## src/hdl/dtc_params.svh

```systemverilog
// Constants for the dual timer/counter block
`ifndef DTC_PARAMS_SVH
`define DTC_PARAMS_SVH

// ---------------------------------------------------------------
// Register addresses
// ---------------------------------------------------------------
`define DTC_ADDR_CONTROL   8'h88
`define DTC_ADDR_MODE      8'h89
`define DTC_ADDR_U0_LOW    8'h8a
`define DTC_ADDR_U1_LOW    8'h8b
`define DTC_ADDR_U0_HIGH   8'h8c
`define DTC_ADDR_U1_HIGH   8'h8d

// ---------------------------------------------------------------
// Reset values
// ---------------------------------------------------------------
`define DTC_CONTROL_RST    8'h00
`define DTC_MODE_RST       8'h00
`define DTC_BYTE_RST       8'h00
`define DTC_READ_IDLE      8'h00

// ---------------------------------------------------------------
// timer_mode field positions
// ---------------------------------------------------------------
`define DTC_U1_GATE_BIT    7
`define DTC_U1_CT_BIT      6
`define DTC_U1_MODE_HI     5
`define DTC_U1_MODE_LO     4
`define DTC_U0_GATE_BIT    3
`define DTC_U0_CT_BIT      2
`define DTC_U0_MODE_HI     1
`define DTC_U0_MODE_LO     0

// ---------------------------------------------------------------
// timer_control field positions
// ---------------------------------------------------------------
`define DTC_U1_OVF_BIT     7
`define DTC_U1_RUN_BIT     6
`define DTC_U0_OVF_BIT     5
`define DTC_U0_RUN_BIT     4
`define DTC_IRQ1_FLAG_BIT  3
`define DTC_IRQ1_TYPE_BIT  2
`define DTC_IRQ0_FLAG_BIT  1
`define DTC_IRQ0_TYPE_BIT  0

// ---------------------------------------------------------------
// Mode codes
// ---------------------------------------------------------------
`define DTC_MODE_13BIT     2'h0
`define DTC_MODE_16BIT     2'h1
`define DTC_MODE_RELOAD    2'h2
`define DTC_MODE_SPLIT     2'h3

// ---------------------------------------------------------------
// Machine cycle timing
// ---------------------------------------------------------------
`define DTC_MC_LAST        4'hb
`define DTC_PHASE_RST      4'h0
`define DTC_PHASE_ONE      4'h1
`define DTC_SAMPLE_PHASE   4'h9
`define DTC_UPDATE_PHASE   4'h4

// ---------------------------------------------------------------
// Counting constants
// ---------------------------------------------------------------
`define DTC_PRESCALE_MSB   4
`define DTC_PRESCALE_ALL   5'h1f
`define DTC_BYTE_ALL       8'hff
`define DTC_BYTE_ONE       8'h01

`endif

```

## src/hdl/dtc_pkg.sv

```systemverilog
// Types shared by the dual timer/counter block
package dtc_pkg;

    // One unit's count after a step, plus rollover
    typedef struct packed {
        logic       ovf;
        logic [7:0] high;
        logic [7:0] low;
    } dtc_count_t;

    // Interrupt sources in core priority order
    typedef struct packed {
        logic unit1_ovf;
        logic ext_irq1;
        logic unit0_ovf;
        logic ext_irq0;
    } dtc_irq_t;

endpackage

```

## src/hdl/dtc_pin_sampler.sv

```systemverilog
// Pin synchroniser and per-machine-cycle fall sampler
`timescale 1ns/1ps
`include "dtc_params.svh"

module dtc_pin_sampler
    import dtc_pkg::*;
(
    input  wire logic clk_i,
    input  wire logic rst_n_i,
    input  wire logic pin_i,
    input  wire logic sample_i,
    input  wire logic update_i,
    output logic      level_o,
    output logic      sample_o,
    output logic      fall_o
);

    logic sync1_reg;
    logic sync2_reg;
    logic samp_reg;
    logic pend_reg;

    always_ff @(posedge clk_i) begin
        if (!rst_n_i) begin
            sync1_reg <= 1'b1;
            sync2_reg <= 1'b1;
        end else begin
            sync1_reg <= pin_i;
            sync2_reg <= sync1_reg;
        end
    end

    // Idle-high reset so release does not fake an edge
    always_ff @(posedge clk_i) begin
        if (!rst_n_i) begin
            samp_reg <= 1'b1;
        end else if (sample_i) begin
            samp_reg <= sync2_reg;
        end
    end

    // High then low sample; reported at next update phase
    always_ff @(posedge clk_i) begin
        if (!rst_n_i) begin
            pend_reg <= 1'b0;
        end else if (sample_i && samp_reg && !sync2_reg) begin
            pend_reg <= 1'b1;
        end else if (update_i) begin
            pend_reg <= 1'b0;
        end
    end

    assign level_o  = sync2_reg;
    assign sample_o = samp_reg;
    assign fall_o   = update_i & pend_reg;

endmodule

```

## src/hdl/dtc_timer_counter.sv

```systemverilog
// Dual 16-bit timer/counter with external interrupt flags
//
// Overview of operation
// - Timer function increments once per 12-clock machine cycle.
// - Counter function counts high-then-low count pin samples.
// - Counted edge visible the machine cycle after its detection.
// - Gate bit set: count only while run bit and interrupt pin high.
// - Counter-select bit set picks pin edges, clear picks machine cycles.
// - Two-bit mode field per unit in timer_mode, upper bit is MSB.
// - Mode 0: high byte counts through 5-bit prescaler in low byte.
// - Mode 1: low and high bytes cascade into 16-bit counter.
// - Mode 2: low byte counts, reloads from high byte on overflow.
// - Unit 1 in mode 3 holds its count.
// - Unit 0 mode 3: two 8-bit counters, high uses unit 1 run bit and flag.
// - Overflow flag set on rollover, cleared on interrupt vectoring.
// - Run bits switch each unit on and off.
// - External interrupt flags set by falling edge or low level.
// - Trigger-type bit set selects edge, clear selects level detection.
// - Vectoring clears edge flags only; level flags follow the pin.
// - Overflow means rolling from all ones to zero, or to the reload value in mode 2.
// - Run bit does not clear counts; prescaler upper bits untouched.
`timescale 1ns/1ps
`include "dtc_params.svh"

module dtc_timer_counter
    import dtc_pkg::*;
(
    input  wire logic       clk_i,
    input  wire logic       rst_n_i,
    input  wire logic [7:0] sfr_addr_i,
    input  wire logic       sfr_wr_i,
    input  wire logic [7:0] sfr_wdata_i,
    input  wire logic       sfr_rd_i,
    output logic      [7:0] sfr_rdata_o,
    output logic            sfr_hit_o,
    input  wire logic       unit0_count_pin_i,
    input  wire logic       unit1_count_pin_i,
    input  wire logic       ext_irq0_pin_i,
    input  wire logic       ext_irq1_pin_i,
    output dtc_irq_t        irq_req_o,
    input  dtc_irq_t        irq_ack_i,
    output logic            unit1_ovf_o
);

    // ---------------------------------------------------------------
    // Registers
    // ---------------------------------------------------------------
    logic [7:0] timer_control_reg;
    logic [7:0] timer_mode_reg;
    logic [7:0] unit0_low_reg;
    logic [7:0] unit0_high_reg;
    logic [7:0] unit1_low_reg;
    logic [7:0] unit1_high_reg;
    logic [3:0] phase_reg;
    logic [7:0] rdata_reg;
    logic       hit_reg;
    logic       u1_ovf_reg;

    logic sample_phase;
    logic update_phase;

    logic fall_t0;
    logic fall_t1;
    logic lvl_i0, smp_i0, fall_i0;
    logic lvl_i1, smp_i1, fall_i1;

    // ---------------------------------------------------------------
    // Machine cycle divider
    // ---------------------------------------------------------------
    always_ff @(posedge clk_i) begin
        if (!rst_n_i) begin
            phase_reg <= `DTC_PHASE_RST;
        end else if (phase_reg == `DTC_MC_LAST) begin
            phase_reg <= `DTC_PHASE_RST;
        end else begin
            phase_reg <= phase_reg + `DTC_PHASE_ONE;
        end
    end

    assign sample_phase = (phase_reg == `DTC_SAMPLE_PHASE);
    assign update_phase = (phase_reg == `DTC_UPDATE_PHASE);

    // ---------------------------------------------------------------
    // Pin samplers
    // ---------------------------------------------------------------
    // Levels under a machine cycle may be missed
    dtc_pin_sampler u_smp_t0 (
        .clk_i    (clk_i),
        .rst_n_i  (rst_n_i),
        .pin_i    (unit0_count_pin_i),
        .sample_i (sample_phase),
        .update_i (update_phase),
        .level_o  (),
        .sample_o (),
        .fall_o   (fall_t0)
    );

    dtc_pin_sampler u_smp_t1 (
        .clk_i    (clk_i),
        .rst_n_i  (rst_n_i),
        .pin_i    (unit1_count_pin_i),
        .sample_i (sample_phase),
        .update_i (update_phase),
        .level_o  (),
        .sample_o (),
        .fall_o   (fall_t1)
    );

    dtc_pin_sampler u_smp_i0 (
        .clk_i    (clk_i),
        .rst_n_i  (rst_n_i),
        .pin_i    (ext_irq0_pin_i),
        .sample_i (sample_phase),
        .update_i (update_phase),
        .level_o  (lvl_i0),
        .sample_o (smp_i0),
        .fall_o   (fall_i0)
    );

    dtc_pin_sampler u_smp_i1 (
        .clk_i    (clk_i),
        .rst_n_i  (rst_n_i),
        .pin_i    (ext_irq1_pin_i),
        .sample_i (sample_phase),
        .update_i (update_phase),
        .level_o  (lvl_i1),
        .sample_o (smp_i1),
        .fall_o   (fall_i1)
    );

    // ---------------------------------------------------------------
    // Field decode
    // ---------------------------------------------------------------
    logic [1:0] u0_mode;
    logic [1:0] u1_mode;
    logic       u0_run;
    logic       u1_run;
    logic       u0_en;
    logic       u1_en;
    logic       u0_inc;
    logic       u1_inc;
    logic       u0_split;

    assign u0_mode = {timer_mode_reg[`DTC_U0_MODE_HI],
                      timer_mode_reg[`DTC_U0_MODE_LO]};
    assign u1_mode = {timer_mode_reg[`DTC_U1_MODE_HI],
                      timer_mode_reg[`DTC_U1_MODE_LO]};
    assign u0_run  = timer_control_reg[`DTC_U0_RUN_BIT];
    assign u1_run  = timer_control_reg[`DTC_U1_RUN_BIT];
    assign u0_split = (u0_mode == `DTC_MODE_SPLIT);

    assign u0_en = u0_run &
                   (!timer_mode_reg[`DTC_U0_GATE_BIT] | lvl_i0);
    assign u1_en = u1_run &
                   (!timer_mode_reg[`DTC_U1_GATE_BIT] | lvl_i1);

    assign u0_inc = u0_en & (timer_mode_reg[`DTC_U0_CT_BIT] ?
                             fall_t0 : update_phase);
    assign u1_inc = u1_en & (timer_mode_reg[`DTC_U1_CT_BIT] ?
                             fall_t1 : update_phase);

    // ---------------------------------------------------------------
    // Count step for one unit
    // ---------------------------------------------------------------
    function automatic dtc_count_t count_step(
        input logic [1:0] mode,
        input logic       inc,
        input logic [7:0] high,
        input logic [7:0] low
    );
        dtc_count_t r;
        r.ovf  = 1'b0;
        r.high = high;
        r.low  = low;
        if (inc) begin
            case (mode)
                `DTC_MODE_13BIT: begin
                    // Bits 7:5 left as they are
                    r.low[`DTC_PRESCALE_MSB:0] =
                        low[`DTC_PRESCALE_MSB:0] + 5'h01;
                    if (low[`DTC_PRESCALE_MSB:0] == `DTC_PRESCALE_ALL) begin
                        r.high = high + `DTC_BYTE_ONE;
                        r.ovf  = (high == `DTC_BYTE_ALL);
                    end
                end
                `DTC_MODE_16BIT: begin
                    r.low = low + `DTC_BYTE_ONE;
                    if (low == `DTC_BYTE_ALL) begin
                        r.high = high + `DTC_BYTE_ONE;
                        r.ovf  = (high == `DTC_BYTE_ALL);
                    end
                end
                `DTC_MODE_RELOAD: begin
                    if (low == `DTC_BYTE_ALL) begin
                        r.low = high;
                        r.ovf = 1'b1;
                    end else begin
                        r.low = low + `DTC_BYTE_ONE;
                    end
                end
                default: begin
                    // Split: low byte only
                    r.low = low + `DTC_BYTE_ONE;
                    r.ovf = (low == `DTC_BYTE_ALL);
                end
            endcase
        end
        return r;
    endfunction

    dtc_count_t u0_step;
    dtc_count_t u1_step;
    logic [7:0] u0_high_split;
    logic       u0_high_ovf;
    logic       u1_hold;

    assign u0_step = count_step(u0_mode, u0_inc,
                                unit0_high_reg, unit0_low_reg);
    assign u1_hold = (u1_mode == `DTC_MODE_SPLIT);
    assign u1_step = count_step(u1_mode, u1_inc & !u1_hold,
                                unit1_high_reg, unit1_low_reg);

    // Unit 0 high byte in split: machine cycles, unit 1 run bit
    assign u0_high_ovf   = u0_split & u1_run & update_phase &
                           (unit0_high_reg == `DTC_BYTE_ALL);
    assign u0_high_split = (u0_split & u1_run & update_phase) ?
                           unit0_high_reg + `DTC_BYTE_ONE :
                           unit0_high_reg;

    logic u0_ovf_evt;
    logic u1_ovf_evt;

    assign u0_ovf_evt = u0_step.ovf;
    // Unit 1 loses its flag in split mode
    assign u1_ovf_evt = u0_split ? u0_high_ovf : u1_step.ovf;

    // ---------------------------------------------------------------
    // Bus write decode
    // ---------------------------------------------------------------
    logic wr_ctl;
    logic wr_mode;
    logic wr_u0l;
    logic wr_u0h;
    logic wr_u1l;
    logic wr_u1h;

    always_comb begin
        wr_ctl  = 1'b0;
        wr_mode = 1'b0;
        wr_u0l  = 1'b0;
        wr_u0h  = 1'b0;
        wr_u1l  = 1'b0;
        wr_u1h  = 1'b0;
        if (!sfr_wr_i) begin
            wr_ctl = 1'b0;
        end else if (sfr_addr_i == `DTC_ADDR_CONTROL) begin
            wr_ctl = 1'b1;
        end else if (sfr_addr_i == `DTC_ADDR_MODE) begin
            wr_mode = 1'b1;
        end else if (sfr_addr_i == `DTC_ADDR_U0_LOW) begin
            wr_u0l = 1'b1;
        end else if (sfr_addr_i == `DTC_ADDR_U0_HIGH) begin
            wr_u0h = 1'b1;
        end else if (sfr_addr_i == `DTC_ADDR_U1_LOW) begin
            wr_u1l = 1'b1;
        end else if (sfr_addr_i == `DTC_ADDR_U1_HIGH) begin
            wr_u1h = 1'b1;
        end
    end

    // ---------------------------------------------------------------
    // Mode register
    // ---------------------------------------------------------------
    always_ff @(posedge clk_i) begin
        if (!rst_n_i) begin
            timer_mode_reg <= `DTC_MODE_RST;
        end else if (wr_mode) begin
            timer_mode_reg <= sfr_wdata_i;
        end
    end

    // ---------------------------------------------------------------
    // Count bytes; software write wins over count
    // ---------------------------------------------------------------
    always_ff @(posedge clk_i) begin
        if (!rst_n_i) begin
            unit0_low_reg  <= `DTC_BYTE_RST;
            unit0_high_reg <= `DTC_BYTE_RST;
        end else begin
            unit0_low_reg  <= wr_u0l ? sfr_wdata_i : u0_step.low;
            if (wr_u0h) begin
                unit0_high_reg <= sfr_wdata_i;
            end else if (u0_split) begin
                unit0_high_reg <= u0_high_split;
            end else begin
                unit0_high_reg <= u0_step.high;
            end
        end
    end

    always_ff @(posedge clk_i) begin
        if (!rst_n_i) begin
            unit1_low_reg  <= `DTC_BYTE_RST;
            unit1_high_reg <= `DTC_BYTE_RST;
        end else begin
            unit1_low_reg  <= wr_u1l ? sfr_wdata_i : u1_step.low;
            unit1_high_reg <= wr_u1h ? sfr_wdata_i : u1_step.high;
        end
    end

    // ---------------------------------------------------------------
    // Control register; hardware sets win
    // ---------------------------------------------------------------
    logic [7:0] ctl_next;

    always_comb begin
        ctl_next = wr_ctl ? sfr_wdata_i : timer_control_reg;
        // Overflow flags
        if (irq_ack_i.unit0_ovf) begin
            ctl_next[`DTC_U0_OVF_BIT] = 1'b0;
        end
        if (u0_ovf_evt) begin
            ctl_next[`DTC_U0_OVF_BIT] = 1'b1;
        end
        if (irq_ack_i.unit1_ovf) begin
            ctl_next[`DTC_U1_OVF_BIT] = 1'b0;
        end
        if (u1_ovf_evt) begin
            ctl_next[`DTC_U1_OVF_BIT] = 1'b1;
        end
        // External interrupt 0
        if (timer_control_reg[`DTC_IRQ0_TYPE_BIT]) begin
            if (irq_ack_i.ext_irq0) begin
                ctl_next[`DTC_IRQ0_FLAG_BIT] = 1'b0;
            end
            if (fall_i0) begin
                ctl_next[`DTC_IRQ0_FLAG_BIT] = 1'b1;
            end
        end else begin
            ctl_next[`DTC_IRQ0_FLAG_BIT] = !smp_i0;
        end
        // External interrupt 1
        if (timer_control_reg[`DTC_IRQ1_TYPE_BIT]) begin
            if (irq_ack_i.ext_irq1) begin
                ctl_next[`DTC_IRQ1_FLAG_BIT] = 1'b0;
            end
            if (fall_i1) begin
                ctl_next[`DTC_IRQ1_FLAG_BIT] = 1'b1;
            end
        end else begin
            ctl_next[`DTC_IRQ1_FLAG_BIT] = !smp_i1;
        end
    end

    always_ff @(posedge clk_i) begin
        if (!rst_n_i) begin
            timer_control_reg <= `DTC_CONTROL_RST;
        end else begin
            timer_control_reg <= ctl_next;
        end
    end

    // ---------------------------------------------------------------
    // Read port, one cycle latency
    // ---------------------------------------------------------------
    always_ff @(posedge clk_i) begin
        if (!rst_n_i) begin
            rdata_reg <= `DTC_READ_IDLE;
            hit_reg   <= 1'b0;
        end else if (!sfr_rd_i) begin
            hit_reg   <= 1'b0;
        end else if (sfr_addr_i == `DTC_ADDR_CONTROL) begin
            rdata_reg <= timer_control_reg;
            hit_reg   <= 1'b1;
        end else if (sfr_addr_i == `DTC_ADDR_MODE) begin
            rdata_reg <= timer_mode_reg;
            hit_reg   <= 1'b1;
        end else if (sfr_addr_i == `DTC_ADDR_U0_LOW) begin
            rdata_reg <= unit0_low_reg;
            hit_reg   <= 1'b1;
        end else if (sfr_addr_i == `DTC_ADDR_U0_HIGH) begin
            rdata_reg <= unit0_high_reg;
            hit_reg   <= 1'b1;
        end else if (sfr_addr_i == `DTC_ADDR_U1_LOW) begin
            rdata_reg <= unit1_low_reg;
            hit_reg   <= 1'b1;
        end else if (sfr_addr_i == `DTC_ADDR_U1_HIGH) begin
            rdata_reg <= unit1_high_reg;
            hit_reg   <= 1'b1;
        end else begin
            rdata_reg <= `DTC_READ_IDLE;
            hit_reg   <= 1'b0;
        end
    end

    // Unit 1 rollover pulse, live in split mode too
    always_ff @(posedge clk_i) begin
        if (!rst_n_i) begin
            u1_ovf_reg <= 1'b0;
        end else begin
            u1_ovf_reg <= u1_step.ovf;
        end
    end

    assign sfr_rdata_o = rdata_reg;
    assign sfr_hit_o   = hit_reg;
    assign unit1_ovf_o = u1_ovf_reg;

    assign irq_req_o.unit0_ovf = timer_control_reg[`DTC_U0_OVF_BIT];
    assign irq_req_o.unit1_ovf = timer_control_reg[`DTC_U1_OVF_BIT];
    assign irq_req_o.ext_irq0  = timer_control_reg[`DTC_IRQ0_FLAG_BIT];
    assign irq_req_o.ext_irq1  = timer_control_reg[`DTC_IRQ1_FLAG_BIT];

endmodule

```

## config.mk

```make
export PLATFORM = sky130hd
export DESIGN_NAME = dtc_timer_counter
export DESIGN_NICKNAME = d
export VERILOG_FILES = /design/src/hdl/dtc_pkg.sv /design/src/hdl/dtc_pin_sampler.sv /design/src/hdl/dtc_timer_counter.sv
export VERILOG_INCLUDE_DIRS = /design/src /design/src/hdl
export SDC_FILE = /design/constraint.sdc
export NUM_CORES = 1
export LEC_CHECK = 0
export BUFFER_PORTS_ARGS = -buffer_cell sky130_fd_sc_hd__clkbuf_2
export CAP_MARGIN = 40
export CORE_MARGIN = 5
export CORE_UTILIZATION = 40
export CTS_CLUSTER_DIAMETER = 40
export DETAILED_ROUTE_END_ITERATION = 10
export PLACE_DENSITY = 0.6
export SLEW_MARGIN = 5
export SYNTH_ARGS = -nofsm -noshare
export SYNTH_HDL_FRONTEND = slang
export SYNTH_HIERARCHICAL = 1
export SYNTH_SLANG_ARGS = --single-unit
export TNS_END_PERCENT = 10
```

## constraint.sdc

```tcl
create_clock -name clk_i -period 3.4 [get_ports clk_i]
set_clock_uncertainty 0.05 [all_clocks]
set_input_delay 0.68 -clock clk_i [delete_from_list [all_inputs] [get_ports clk_i]]
set_output_delay 0.68 -clock clk_i [all_outputs]
set_load 0.03 [all_outputs]
```

## Word-level counts from Yosys, hierarchy flattened

Index checks and enable logic that the tools add are counted.

| word-level totals | value |
|---|---|
| register bits after elaboration | 78 |
| bits in writable memories | 0 |
| memories | 0 |
| input port bits | 28 |
| logic and storage cells | 202 |
| latch bits | 0 |
| output and inout port bits | 14 |
| ROM bits | 0 |

| cells by class | value |
|---|---|
| add/subtract/negate cells | 7 |
| bitwise logic cells | 15 |
| div/mod/pow operators | 0 |
| muxes and demuxes | 81 |
| reduce and logical (&&, ||, !) cells | 37 |
| $mul | 0 |
| order comparisons | 0 |
| shifts and indexed selects | 0 |
| equal/unequal tests | 30 |

Operator list:

| kind | count |
|---|---|
| $mux W8 | 15 |
| $eq A8 B8 Y1 const B | 10 |
| $mux W1 | 52 |
| $mux W9 | 4 |
| $mux W17 | 2 |
| $add A8 B1 Y8 const B | 4 |
| $pmux W8 S2 | 2 |
| $pmux W5 S2 | 2 |
| $reduce_bool A2 Y1 | 7 |
| $and A1 B1 Y1 | 12 |
| $pmux W3 S2 | 2 |
| $reduce_bool A3 Y1 | 4 |
| $add A5 B1 Y5 const B | 2 |
| $eq A5 B5 Y1 const B | 2 |
| $logic_not A1 Y1 | 9 |
| $eq A2 B2 Y1 const B | 4 |
| $eq A4 B4 Y1 const B | 2 |
| $logic_and A1 B1 Y1 | 8 |
| $ne A4 B2 Y1 const B | 2 |
| $ne A4 B4 Y1 const B | 2 |
| $ne A3 B3 Y1 const B | 2 |
| $pmux W1 S3 | 2 |
| $reduce_and A2 Y1 | 3 |
| $reduce_and A5 Y1 | 1 |
| 11 further kinds | 15 |

## Longest topological paths before layout

Gate-level depths: netlist of the first run.

| logic depth | value |
|---|---|
| depth in word-level cells | 10 |
| depth in mapped cells | 12 |
| mapped depth without buffers | 10 |

## By module

Netlist of the first run, hierarchy kept.

Modules (own cells, without submodules):

| module | cells each | area an instance (sq um) | instances | sequential area each (sq um) |
|---|---|---|---|---|
| dtc_timer_counter | 489 | 3,921.3 | 1 | 1,241.2 |
| dtc_pin_sampler | 12 | 132.6 | 4 | 80.1 |

## Worst setup path before layout of the first run

OpenSTA, ideal clock, no wires.

| timing | value |
|---|---|
| path type | reg2reg |
| from | register phase_reg[0] |
| to | register unit0_high_reg[0] |
| data arrival time | 2,071 ps |
| setup time | 70 ps |
| cell stages (with the launch flop) | 12 |
| setup slack | 1,209 ps |
| path buffers | 1 |
| cell sequence | dfxtp_1 -> inv_1 -> ha_1 -> and3b_1 -> buf_4 -> and2_1 -> nand2b_1 -> o2111a_2 -> a21oi_2 -> nor3b_4 -> or3b_1 -> a21oi_1 |

| on the way | value |
|---|---|
| word-level cells in the longest chain between the ends | 6 |

Ends and longest elaborated chain:

| item | line | source |
|---|---|---|
| from (decl) | dtc_timer_counter.sv:54 | `logic [3:0] phase_reg;` |
| from (signal assigned) | dtc_timer_counter.sv:72 | `` phase_reg <= `DTC_PHASE_RST; `` |
| from (signal assigned) | dtc_timer_counter.sv:74 | `` phase_reg <= `DTC_PHASE_RST; `` |
| from (signal assigned) | dtc_timer_counter.sv:76 | `` phase_reg <= phase_reg + `DTC_PHASE_ONE; `` |
| $eq A4 B3 Y1 (no line) | -- |  |
| named net update_phase | dtc_timer_counter.sv:60 | `logic update_phase;` |
| $and A1 B1 Y1 | dtc_pin_sampler.sv:55 | `assign fall_o = update_i & pend_reg;` |
| named net fall_t0 | dtc_timer_counter.sv:62 | `logic fall_t0;` |
| $mux W1 | dtc_timer_counter.sv:157 | `` assign u0_inc = u0_en & (timer_mode_reg[`DTC_U0_CT_BIT] ? `` |
| $and A1 B1 Y1 | dtc_timer_counter.sv:157 |  |
| $reduce_bool A3 Y1 (no line) | -- |  |
| $reduce_and A5 Y1 (no line) | -- |  |
| to (signal assigned) | dtc_timer_counter.sv:288 | `` unit0_high_reg <= `DTC_BYTE_RST; `` |
| to (signal assigned) | dtc_timer_counter.sv:292 | `unit0_high_reg <= sfr_wdata_i;` |
| to (signal assigned) | dtc_timer_counter.sv:294 | `unit0_high_reg <= u0_high_split;` |
| to (decl) | dtc_timer_counter.sv:51 | `logic [7:0] unit0_high_reg;` |

The timed path passes the listed nets, and every way through them passes these cells.
A chain may end at the register's enable or synchronous reset.

## Worst setup path in the final report of the first run

| timing | value |
|---|---|
| from | register phase_reg[0] |
| to | register unit0_high_reg[0] |

| on the way | value |
|---|---|
| word-level cells in the longest chain between the ends | 6 |

Ends and longest elaborated chain:

| item | line |
|---|---|
| $eq A4 B3 Y1 (no line) | -- |
| $and A1 B1 Y1 | dtc_pin_sampler.sv:55 |
| named net fall_t0 | dtc_timer_counter.sv:62 |
| $mux W1 | dtc_timer_counter.sv:157 |
| $and A1 B1 Y1 | dtc_timer_counter.sv:157 |
| $reduce_bool A3 Y1 (no line) | -- |
| $reduce_and A5 Y1 (no line) | -- |

The timed path passes the listed nets, and every way through them passes these cells.

==> results of run 1 <==
[per-layer routing]
layer | vias up | part of all wire [%] | track usage (%)
met5 | - | 0 | 0
met4 | 0 | 2.9 | 7.51
met3 | 25 | 5.6 | 5.22
met2 | 139 | 46 | 31.8
met1 | 1980 | 46 | 27.5
li1 | 2025 | - | -
[cell usage in the layout, fill, tap and decap left out, types with 7 or more instances in the layout]
| cell type | n |
|---|---|
| dfxtp_1 | 78 |
| a221oi_1 | 17 |
| nor2_1 | 42 |
| nand3_1 | 23 |
| nand4_1 | 10 |
| clkbuf_2 | 41 |
| o22ai_1 | 7 |
| o221ai_1 | 8 |
| a31oi_1 | 11 |
| nor3_1 | 10 |
| and2_1 | 9 |
| nand2b_1 | 21 |
| a21oi_1 | 42 |
| nand3b_1 | 8 |
| ha_1 | 9 |
| nand2_1 | 46 |
| inv_1 | 18 |
| mux2i_1 | 25 |
| and3_1 | 15 |
| o21ai_0 | 23 |
| clkbuf_8 | 11 |
[stage by stage]
step	setup WS (ns)	power, W
final	0.425	0.00178
after global routing	0.0912	0.00185
after CTS	0.437	0.00180
after detailed placement	0.464	0.00106
after global placement	0.592	0.00106
after floorplan	1.21	0.00100
[report_power, final]
part           leakage [nW]  switching [W]  internal, W
Combinational          1.04      0.0000742    0.0000371
Sequential            0.631     0.00000589     0.000921
Clock                0.0976       0.000367     0.000378
Total                  1.76       0.000447      0.00134
[final timing paths]
path / start / to / slack [ns]
min: u_smp_t1/sync1_reg / u_smp_t1/level_o / 0.36
min reg2reg: u_smp_t1/sync1_reg / u_smp_t1/level_o / 0.36
max: phase_reg[0] / unit0_high_reg[0] / 0.43
max reg2reg: phase_reg[0] / unit0_high_reg[0] / 0.43
[kinds of logic after synthesis]
kind of cell             after synthesis  share of synthesized area [%]
AND/OR/NAND/NOR                      211                           26.2
buffers and inverters                 56                           5.56
multiplexers                          29                           6.63
AO/OA/AOI/OAI                        145                           22.2
adder cells (fa/ha/maj)                9                           2.53
XOR/XNOR                               9                           1.77
flip-flops                            78                           35.1
[cell type report]
cell class	instances	area [µm²]	area share, %
clock buffer	11	151	3.09
clock inverter	5	57.6	1.17
inverter	20	75.1	1.53
multi-input combinational	403	2640	53.9
sequential	78	1560	31.8
tap	140	175	3.57
timing repair buffer	46	243	4.95
==> run metrics, run 1 <==
final hold slack ~0.36 ns; top cells by area, synth dfxtp_1, mux2i_1, a21oi_1, nand2_1, nor2_1; GP Congestion between 0.9 and 1; vias roughly 4200; root buffer cell clkbuf_8; startpoint types flip-flop; Finished Core Util 45.1%; fraction of layout cells with a size suffix above 1 between 10% and 20%; cell mode on critical path a21oi_1; Yosys top cell area share 35.1%; max incr delay on CP approximately 0.42 ns; clock sink count 78; post-synthesis cell area about 4500 µm²; buffers plus inverters on the worst setup path 1; slowest cell on the critical path and3b_1; delay-heaviest family, CP simple AND/OR/NAND/NOR gates; number of port buffers just over 40; global-route congestion overflow total 0; dpl hpwl 9510 µm; Post-CTS Resized 0; min Tclk post-route 2.97 ns; Post-synth ARST share 0%; fin area 4910 µm²; clock latency on the worst-skew pair 0.37 ns; outcome complete, no violations; arrival time worst endpoint around 3.2 ns; Final period util roughly 87%; largest area contributor in the netlist dfxtp_1; post-DR vias/cell between 5 and 6; TNS Setup 0 ns; unrepaired setup endpoints after global routing false; Pwr Density about 360 nW/µm²; Core Footprint about 11000 µm²; Area growth, synth to finish 10.2%; Layout Nets approximately 600; wire per inst ~19 µm; hold_buf cts 0; CTS tree built; first-pass GRT wire length roughly 21000 µm; initial antenna violation count 0; Mapped Cells 537; Starting DRT DRC Count roughly 500; class of the worst hold path flip-flop to flip-flop; Inserted Diodes 0; kind of critical path flip-flop to flip-flop; full die area 13300 µm²; synth cell count leaders dfxtp_1, nand2_1, a21oi_1, nor2_1, mux2i_1; Worst Max-Slew Pin Slew about 0.73 ns; Max Buffers Root-to-Sink 2; WP data required approximately 3.7 ns; library cells used by synthesis 62; Placement Cell Area about 4700 µm²; CP Max Fanout 12; I/O Pins 42; Seq cells post-synth a little under 80; setup bufs post-CTS 0; Critical Path Sink Type flip-flop; DP Cell Count ~690; hold path depth 1; Clk pin slew, worst setup/hold paths around 0.08 ns; Die Wd between 100 and 150 µm; Rows 38; syn_nets between 500 and 600; Slew Viols, Final 0; Final Hold Viols 0; setup violators final 0; fmax 0.336 GHz; largest net degree at the start of global routing 63; number of synthesized flops with an enable pin 0; maxcap violations 0; filler cell count 1081; Post-Layout Cell Count approximately 700; worst vdd ir 0.256 mV; vias in the first global route approximately 3900; Synth warnings 6; Total GRT Usage between 20% and 30%; htree depth 3; DRC Markers 0; Top FF cell, synth dfxtp_1; WP depth 10; most numerous cell in the Yosys netlist dfxtp_1; Synth Area per Inst just over 8 µm²; Rel. slew slack a little over 50%; post-route ant nets 0; Pre-antenna DRT Iters 5; Seq/Total Area, Yosys a little over a third; CTS buffer count 9; Worst Reg-to-Reg Cells 10; CP cell instances inv_1, ha_1, and3b_1, and2_1, nand2b_1, o2111ai_2, o21ai_1, a21oi_1, or3b_1, a21oi_1; Routed WL approximately 13000 µm; Die H between 100 and 150 µm; Leak approximately 1.8 nW; Initial Utilization roughly 41%
(Power assumes the default switching activity.)
==> run 2: changes to the inputs <==
--- a/config.mk
+++ b/config.mk
@@ -8,7 +8,6 @@
 export LEC_CHECK = 0
 export BUFFER_PORTS_ARGS = -buffer_cell sky130_fd_sc_hd__clkbuf_2
 export CAP_MARGIN = 40
-export CORE_MARGIN = 5
 export CORE_UTILIZATION = 40
 export CTS_CLUSTER_DIAMETER = 40
 export DETAILED_ROUTE_END_ITERATION = 10
==> run 2 against run 1 <==
  * Cell area is 0.15% higher
  * Wire length grew 1.5%
  * Largest cell class unchanged
  * Critical path depth is the same
  * Sequential power barely moved
  * Largest power group unchanged
  * Combinational power is essentially flat
  * Die area shrank 13%
  * Fmax increased by 3.0%
  * Clock-buffer cell count decreased by 1
  * Global-route usage is 4.1 points higher
  * Critical path type unchanged
  * Non-clock buffer count is 2 lower
  * Via count rose by 1.8%
  * Core utilization grew 0.27 points
==> run metrics, run 2 (same netlist as run 1, synthesis figures left out) <==
outcome complete, no violations; TNS Setup 0 ns; filler cell count ~1100; htree depth 3; fraction of layout cells with a size suffix above 1 between 10% and 20%; cell mode on critical path a21oi_1; Pre-antenna DRT Iters 5; wire per inst roughly 19 µm; most frequent cells in the layout dfxtp_1, nand2_1, nor2_1, a21oi_1, clkbuf_2; kind of critical path flip-flop to flip-flop; Area growth, synth to finish 10.4%; GP Congestion about 0.9; area of the multi-input gates 2640 µm²; CP Max Fanout 12; DRC Markers 0; Pwr Density roughly 380 nW/µm²; commonest non-fill, non-tap cell in the layout dfxtp_1; number of port buffers 41; register area about 1600 µm²; Rows 38; clock sink count a little under 80; Die Wd 107 µm; Initial Utilization 41.1%; worst vdd ir 0.237 mV; post-DR vias/cell approximately 6.1; final setup margin slightly above 0.5 ns; Post-Layout Cell Count between 700 and 800; slowest cell on the critical path or3b_1; Clk pin slew, worst setup/hold paths ~0.09 ns; dpl hpwl between 9000 and 10000 µm; fmax 0.346 GHz; Leak between 1.5 and 2 nW; arrival time worst endpoint about 3.2 ns; pre-CTS setup slack 0.507 ns; Inserted Diodes 0; setup bufs post-CTS 0; buffers plus inverters on the worst setup path 1; Post-CTS Resized 0; setup violators final 0; hold_buf cts 0; initial antenna violation count 0; largest net degree at the start of global routing 63; first-pass GRT wire length around 21000 µm; Starting DRT DRC Count 435; Layout Nets 593; overall power between 0.0015 and 0.002 W; CTS tree built; Total GRT Usage approximately 25%; Final period util a little over four fifths; Rel. slew slack between 40% and 50%; full die area around 12000 µm²; Final Hold Viols 0; I/O Pins 42; root buffer cell clkbuf_8; global-route congestion overflow total 0; min Tclk post-route 2.89 ns; Die H approximately 110 µm; CP cell instances inv_1, ha_1, and3b_1, and2_1, nand2b_1, o2111ai_2, o21ai_1, a21oi_1, or3b_1, a21oi_1; Critical Path Sink Type flip-flop; vias 4246; Max Buffers Root-to-Sink 2; CTS buffer count 9; post-route ant nets 0; delay-heaviest family, CP simple AND/OR/NAND/NOR gates; Routed WL ~13000 µm; Slew Viols, Final 0; unrepaired setup endpoints after global routing false; DP Cell Count about 700; Core Footprint roughly 11000 µm²; startpoint types flip-flop; clock latency on the worst-skew pair roughly 0.37 ns; class of the worst hold path flip-flop to flip-flop; maxcap violations 0; max incr delay on CP between 0.4 and 0.5 ns; vias in the first global route approximately 4000; WP data required between 3 and 4 ns; Worst Max-Slew Pin Slew about 0.8 ns
run 2: per-layer routing:
layer,track usage (%),share of wire (%)
met5,0,0
met4,9.98,3.3
met3,5.15,6.4
met2,39.7,47
met1,31.7,44
run 2: area by class of cell:
| type | count | area share [%] |
|---|---|---|
| multi-input cells | 403 | 53.8 |
| repair buffers | 44 | 4.63 |
| inverters | 20 | 1.53 |
| well taps | 140 | 3.57 |
| clock inverters | 6 | 1.91 |
| clock buffers | 10 | 2.80 |
| flip-flops and latches | 78 | 31.8 |
run 2: path summary, 6_finish.rpt:
path | from | to | slack, ns | cells after the start
worst max-delay path | phase_reg[0] | unit0_high_reg[0] | 0.51 | 10
worst min-delay path | u_smp_t0/sync1_reg | u_smp_t0/level_o | 0.36 | 1
worst max register to register | phase_reg[0] | unit0_high_reg[0] | 0.51 | 10
worst min register to register | u_smp_t0/sync1_reg | u_smp_t0/level_o | 0.36 | 1
run 2: power breakdown:
group / switching, W / internal, W
sequential: 0.00000601 / 0.000921
clock: 0.000380 / 0.000438
combinational: 0.0000765 / 0.0000364
run 2: per-stage QoR:
step	utilization (%)	hold slack [ns]	cell area, µm²
floorplan	-	0.336	4450
global placement	43.2	0.338	4680
detailed placement	43.2	0.346	4680
CTS	45.3	0.367	4910
global route	45.3	0.376	4910
finish	45.3	0.364	4910
